### src/core/combined_ci_pkg.sv
// constants shared by the combined custom instruction unit
package combined_ci_pkg;
  localparam int DATA_W   = 32;
  localparam int SEL_W    = 2;
  localparam int NUM_FN   = 4;
  // fixed latency of every merged function before the output mux stage
  localparam int FN_LAT   = 2;
  // extra cycle added by the registered output multiplexer
  localparam int MUX_LAT  = 1;
  localparam logic [SEL_W-1:0] SEL_ADD = 2'h0;
  localparam logic [SEL_W-1:0] SEL_XOR = 2'h1;
  localparam logic [SEL_W-1:0] SEL_MUL = 2'h2;
  localparam logic [SEL_W-1:0] SEL_ROT = 2'h3;
  localparam logic [31:0] RESULT_RST = 32'h0000_0000;
endpackage

### src/core/start_delay_chain.sv
// shift chain that turns a start pulse into a done pulse after a fixed latency
`timescale 1ns/1ps
module start_delay_chain #(
  parameter int LAT = 2
) (
  // clock and reset
  input  wire logic mclk_i,
  input  wire logic rst_i,
  // pulses
  input  wire logic start_i,
  output logic      done_o
);
  logic [LAT-1:0] chain_q;

  // start delayed by latency
  // split so a one-deep chain never names an empty slice
  if (LAT == 1) begin : g_one
    always_ff @(posedge mclk_i or posedge rst_i) begin
      if (rst_i) begin
        chain_q <= '0;
      end else begin
        chain_q <= start_i;
      end
    end
  end else begin : g_many
    always_ff @(posedge mclk_i or posedge rst_i) begin
      if (rst_i) begin
        chain_q <= '0;
      end else begin
        chain_q <= {chain_q[LAT-2:0], start_i};
      end
    end
  end

  assign done_o = chain_q[LAT-1];
endmodule

### src/core/combined_custom_instruction.sv
// combined custom instruction: several fixed-latency functions behind one port
// Behaviour
// - at most two operands per operation, exactly one result returned
// - result is 32 bits; processor's own result mux is outside
// - selector bits choose the function via an internal multiplexer
// - internal output mux is registered; latency includes that stage
// - all merged functions share identical latency behaviour
// - functions are fixed latency or signal completion by done
// - start delayed per function by its latency, done is the registered OR of dones
`timescale 1ns/1ps
module combined_custom_instruction #(
  parameter int FN_LAT = combined_ci_pkg::FN_LAT
) (
  // clock and reset
  input  wire logic                                mclk_i,
  input  wire logic                                rst_i,
  // operation request
  input  wire logic                                start_i,
  input  wire logic [combined_ci_pkg::SEL_W-1:0]   sel_i,
  input  wire logic [combined_ci_pkg::DATA_W-1:0]  opa_i,
  input  wire logic [combined_ci_pkg::DATA_W-1:0]  opb_i,
  // completion
  output logic                                     done_o,
  output logic [combined_ci_pkg::DATA_W-1:0]       result_o
);
  localparam int NF = combined_ci_pkg::NUM_FN;
  localparam int DW = combined_ci_pkg::DATA_W;
  // done_o trails the take edge by the chain plus the mux stage
  localparam int DONE_LAT = FN_LAT + combined_ci_pkg::MUX_LAT;

  // per-function stage registers, FN_LAT deep
  // every function runs each cycle: cheaper than gating, costs some power
  // only the chain of the selected function fires, so the mux never sees stale data
  logic [DW-1:0]                         stage_q [NF][FN_LAT];
  logic [combined_ci_pkg::SEL_W-1:0]     sel_pipe_q [FN_LAT];
  logic [NF-1:0]                         fn_start;
  logic [NF-1:0]                         fn_done;
  logic [DW-1:0]                         fn_res [NF];
  logic [2*DW-1:0]                       prod;
  logic                                  any_done;

  assign prod = opa_i * opb_i;

  always_comb begin
    fn_res[0] = opa_i + opb_i;
    fn_res[1] = opa_i ^ opb_i;
    fn_res[2] = prod[DW-1:0];
    fn_res[3] = (opa_i << opb_i[4:0]) | (opa_i >> (6'h20 - {1'b0, opb_i[4:0]}));
  end

  // only the selected function is started
  always_comb begin
    for (int i = 0; i < NF; i++) begin
      fn_start[i] = start_i && (sel_i == i[combined_ci_pkg::SEL_W-1:0]);
    end
  end

  always_ff @(posedge mclk_i or posedge rst_i) begin
    if (rst_i) begin
      for (int i = 0; i < NF; i++) begin
        for (int s = 0; s < FN_LAT; s++) begin
          stage_q[i][s] <= '0;
        end
      end
    end else begin
      for (int i = 0; i < NF; i++) begin
        stage_q[i][0] <= fn_res[i];
        for (int s = 1; s < FN_LAT; s++) begin
          stage_q[i][s] <= stage_q[i][s-1];
        end
      end
    end
  end

  always_ff @(posedge mclk_i or posedge rst_i) begin
    if (rst_i) begin
      for (int s = 0; s < FN_LAT; s++) begin
        sel_pipe_q[s] <= '0;
      end
    end else begin
      sel_pipe_q[0] <= sel_i;
      for (int s = 1; s < FN_LAT; s++) begin
        sel_pipe_q[s] <= sel_pipe_q[s-1];
      end
    end
  end

  for (genvar g = 0; g < NF; g++) begin : g_chain
    start_delay_chain #(
      .LAT (FN_LAT)
    ) u_chain (
      .mclk_i  (mclk_i),
      .rst_i   (rst_i),
      .start_i (fn_start[g]),
      .done_o  (fn_done[g])
    );
  end

  assign any_done = |fn_done;

  // registered mux keeps the processor path short; adds one cycle
  always_ff @(posedge mclk_i or posedge rst_i) begin
    if (rst_i) begin
      result_o <= combined_ci_pkg::RESULT_RST;
    end else if (any_done) begin
      result_o <= stage_q[sel_pipe_q[FN_LAT-1]][FN_LAT-1];
    end
  end

  always_ff @(posedge mclk_i or posedge rst_i) begin
    if (rst_i) begin
      done_o <= 1'b0;
    end else begin
      done_o <= any_done;
    end
  end
endmodule

### config.mk
export PLATFORM = sky130hd
export DESIGN_NAME = combined_custom_instruction
export DESIGN_NICKNAME = d
export VERILOG_FILES = /design/src/core/combined_ci_pkg.sv /design/src/core/start_delay_chain.sv /design/src/core/combined_custom_instruction.sv
export SDC_FILE = /design/constraint.sdc
export NUM_CORES = 2
export LEC_CHECK = 0
export ABC_CLOCK_PERIOD_IN_PS = 10500
export BUFFER_PORTS_ARGS = -buffer_cell sky130_fd_sc_hd__buf_4
export CAP_MARGIN = 30
export CORE_UTILIZATION = 30
export CTS_BUF_LIST = sky130_fd_sc_hd__clkbuf_4
export DETAILED_ROUTE_END_ITERATION = 16
export GPL_TIMING_DRIVEN = 0
export MAX_ROUTING_LAYER = met4
export PLACE_DENSITY = 0.52
export SYNTH_ARGS = -nofsm -noshare
export SYNTH_HDL_FRONTEND = slang
export SYNTH_SLANG_ARGS = --single-unit
### constraint.sdc
create_clock -name mclk_i -period 10.5 [get_ports mclk_i]
set_input_delay 0.525 -clock mclk_i [delete_from_list [all_inputs] [get_ports mclk_i]]
set_output_delay 0.525 -clock mclk_i [all_outputs]
set_load 0.01 [all_outputs]
After elaboration in Yosys (flattened, before gate mapping)
Cells that the tools add are included.
Storage, ports and cells
  flip-flop bits (word level): 301
  latch bits: 0
  memory bits (writable): 0
  ROM bits: 0
  input port bits: 69
  output and inout port bits: 33
  logic and storage cells: 37
  memories: 0
Cells by class
  add/sub/neg operators: 2
  multipliers: 1
  div/mod/pow operators: 0
  order comparisons: 1
  equality and inequality tests: 3
  shift-type cells: 2
  muxes and demuxes: 3
  bitwise gates (word level): 3
  reduce and logical (&&, ||, !) cells: 6
Operators by type and width (number)
  binary-select mux 64 bit (select 2 bit): 1
  2-to-1 mux 32 bit: 2
  adder 32 bit: 1
  multiplier 32 x 32 -> 32 bit: 1
  OR 32 bit: 1
  << shifter 32 x 5 -> 32 bit: 1
  >> shifter 32 x 6 -> 32 bit: 1
  bitwise XOR 32 bit: 1
  subtractor 6 x 5 -> 6 bit (first input constant): 1
  equality test 2 bit (second input constant): 2
  logical AND 1 bit: 4
  OR reduction 4 bit: 1
  greater-or-equal comparator 3 bit (second input constant): 1
  inverter 2 -> 3 bit: 1
  equality test 2 x 1 -> 1 bit (second input constant): 1
  zero test 2 bit: 1

Depth between registers and ports, before layout
  depth after elaboration: 4
  mapped depth: 28
  depth with buffers taken out: 25

Cells and area by module
From an unflattened synthesis, not the netlist that was laid out.
Unflattened totals
  cell total of the unflattened synthesis: 2792
  area, all modules: 28877.7 um2
Modules (own cells, without submodules)
  combined_custom_instruction: instances 1, cells an instance 2780, area each 28662.5 um2, sequential area each 7282.0 um2
  start_delay_chain: instances 4, cells an instance 3, area each 53.8 um2, sequential area each 50.0 um2

Worst setup path after synthesis
OpenSTA, ideal clock, no wires.
  path type: input to register
  from: input port opb_i[1] (netlist bit)
  to: register stage_q[124] (netlist bit)
  setup time: 80 ps
  arrival time: 7313 ps
  required time: 10420 ps
  slack: 3107 ps
  stages: 26
  buffers on the path: 5
  path through: clkbuf_1 -> clkbuf_1 -> clkbuf_1 -> clkbuf_1 -> clkbuf_1 -> nand2_1 -> fa_1 -> fa_1 -> fa_1 -> inv_1 -> fa_1 -> fa_1 -> inv_1 -> fa_1 -> inv_1 -> fa_1 -> ha_1 -> a21o_1 -> a21o_1 -> a21oi_1 -> nor2b_1 -> o31a_1 -> a311oi_2 -> o21bai_1 -> a21oi_2 -> xnor2_1
RTL lines
  from (decl): RTL line combined_custom_instruction.sv:21  | input wire logic [combined_ci_pkg::DATA_W-1:0] opb_i,
  to (signal, indexed assignment): RTL line combined_custom_instruction.sv:67  | stage_q[i][0] <= fn_res[i];
  to (signal, indexed assignment): RTL line combined_custom_instruction.sv:69  | stage_q[i][s] <= stage_q[i][s-1];
  to (decl): RTL line combined_custom_instruction.sv:34  | logic [DW-1:0] stage_q [NF][FN_LAT];

==> metrics.yaml <==
global_route:
  met1_usage: 0.308
  grt_pass1_vias: 22400
  grt_antenna_before_repair: 7
  grt_pass1_wl_um: 156000
  grt-busiest-layer: "met2"
  use_met3: 0.0314
  use_met2: 0.341
  grt_max_degree: 116
  grt_overflow: 0
  track_usage: 0.227
routing:
  drtPass1Iterations: 5
  detail_route.iter0.violations: 1892
  drcViolationCount: 0
  post_drt_via_cell_ratio: 4.97
  vias: 21600
  wl_per_cell_um: 24.5
  ant_nets: 0
  routed_wl_um: 106000
setup_path:
  reg2reg_to: "result_o[8]"
  reg2reg_depth: 4
  worstPathArrival_ps: 9720
  critPathLaunchType: "input port"
  startpoint: "opb_i[1]"
  worstPathMaxFanout: 10
  required_ps: 11090
  r2r_start: "g_chain[1].u_chain.chain_q[1]"
  end_kind: "flip-flop"
  rrSetupSlack_ps: 8070
  path_class: "input port to flip-flop"
final_layout:
  final_cell_count_no_fill: 4345
  final_layout_size_suffix_gt1_frac: 0.114
  syn_to_final_growth_pct: 12.5
  final_area_um2: 32600
  fillers: 9913
  fin_nets: 3658
clock_network:
  cts_made_buffers: 72
  cts.path.max_buffers: 3
  clockRootBuffer: "clkbuf_4"
  cts.sinks: 299
  path_clk_slew_ps: 60
  clk_latency_ps: 790
  htreeDepth: 3
  cts_setup_buffers: 0
  cts_tree: "done"
sta:
  maxSlewViolCount: 0
  skew_ps: 62.5
  finalHoldViolCount: 0
  fmax_mhz: 110
  min_period_over_period: 0.869
  period_needed_ps: 9120
  slew_headroom: 0.280
  rsz0062_at_grt: "false"
  finalSetupViolCount: 0
  tightest_slew_ps: 1080
floorplan:
  die_h_um: 313
  die_x_um: 313
  initial_core_util: 0.304
  row_count: 113
  pin_count: 102
  die_area_um2: 97800
  core_um2: 95300
synth:
  yosysWarnings: 0
  synthCells: 2829
  async_reset_ff_frac: 1.00
  synthTopCellsByCount: "426 x inv_1, 409 x fa_1, 369 x nand2_1"
  yosys.area.top_type: "fa_1"
  synth_area_leaders: "fa_1 28%, dfrtp_1 26%, ha_1 6.7%"
  yosysTopAreaCellShare: 0.283
  post_synth.cell_area_avg_um2: 10.2
  postSynthNetCount: 3463
  synth.most_common_cell: "inv_1"
  syn_area_um2: 29000
  ys.flop_type: "dfrtp_1"
  ys_seq_area_frac: 0.258
  synth.distinct_cells: 63
  ys_ff_latch: 299
  synth-edff-count: 0
min_path:
  hp-class: "input port to flip-flop"
  hold_start: "opb_i[31]"
  hold_path_end: "stage_q[191]"
  holdPathStages: 2
placed_design:
  dpl.cell_count: 4208
  gp_congestion: 0.971
  io_buffers: 101
  dpl.hpwl_um: 85800
  placed_area_um2: 31500
job:
  cap_viol_max_count: 0
status:
  status: "finished clean"
-- layer usage --
metal	wire [um]	vias to the layer above
li1	-	9345
met1	45800	11200
met2	48000	894
met3	7710	188
met4	4790	0
met5	0	-
-- flip-flops by register name, summed over array words and instances (netlist names) --
register,count
stage_q,254
result_o,32
g_chain.u_chain.chain_q,8
sel_pipe_q,4
done_o,1
-- cell families (layout without fill, tap and decap cells) --
group | after synthesis | count (layout) | share of synthesized area
AND/OR/NAND/NOR | 826 | 826 | 0.139
buffers and inverters | 588 | 831 | 0.0765
adder cells (fa/ha/maj) | 565 | 565 | 0.350
AO/OA/AOI/OAI | 300 | 300 | 0.0671
flip-flops | 299 | 299 | 0.258
multiplexers | 133 | 133 | 0.0732
XOR/XNOR | 118 | 118 | 0.0357
other | 0 | 8 | 0
-- placed cells by master, fill, tap and decap left out, types with 26 or more instances in the layout --
| cell | count |
|---|---|
| xnor2_1 | 89 |
| clkbuf_1 | 139 |
| nand2_1 | 369 |
| o21ai_0 | 45 |
| nor2_1 | 78 |
| fa_1 | 409 |
| clkbuf_4 | 103 |
| mux2_2 | 40 |
| and2_1 | 300 |
| mux2i_1 | 34 |
| buf_4 | 101 |
| a211oi_1 | 28 |
| dfrtp_1 | 299 |
| a21oi_1 | 98 |
| mux4_2 | 59 |
| xor2_1 | 29 |
| inv_1 | 425 |
| a21o_1 | 26 |
| ha_1 | 156 |
-- stage by stage --
step	util	worst slack, ps	setup TNS, ps	hold slack (ps)
floorplan	-	1710	0	331
global placement	0.329	-1580	-448060	332
detailed placement	0.331	699	0	335
CTS	0.341	1470	0	24.1
global route	0.342	1050	0	50.1
finish	0.342	1380	0	57.3
-- how the worst max path moves through the flow --
stage | depth (start not counted) | to
6_report | 26 | stage_q[127]
3_5_place_dp | 26 | stage_q[127]
4_1_cts | 26 | stage_q[127]
3_3_place_gp | 2 | stage_q[108]
5_1_grt | 26 | stage_q[127]
2_1_floorplan | 1 | done_o
-- worst max-delay path: stages --
cell	delay (ps)
buf_4	100
clkbuf_1	570
clkbuf_1	480
clkbuf_1	460
clkbuf_1	520
clkbuf_1	480
nand2_1	150
fa_1	470
fa_1	540
fa_1	560
inv_1	50
fa_1	480
fa_1	450
fa_1	520
inv_1	70
fa_1	510
inv_1	50
ha_1	360
a21o_1	180
a21o_1	170
a21oi_1	320
o211ai_1	460
a21bo_2	380
a211o_1	270
a21oi_1	310
xnor2_1	250
-- final cells by class --
class / count / area (um2) / share of cell area
diodes: 8 / 20.0 / 0.000614
plain buffers: 159 / 606 / 0.0186
clock buffers: 103 / 773 / 0.0237
clock inverters: 19 / 186 / 0.00572
inverters: 429 / 1620 / 0.0496
multi-input cells: 1942 / 19300 / 0.591
flip-flops and latches: 299 / 7480 / 0.230
well taps: 1265 / 1580 / 0.0486
repair buffers: 121 / 1050 / 0.0322
-- repair_timing --
| action | 4_1_cts | 5_1_grt |
|---|---|---|
| endpoints found under the hold margin | 77 | 0 |
| gates resized for setup | 0 | 0 |
| hold buffers | 4 | 0 |
Power is left out: the tool's default activity adds up to more than one toggle a clock period on the data nets, which glitch-free logic cannot reach.
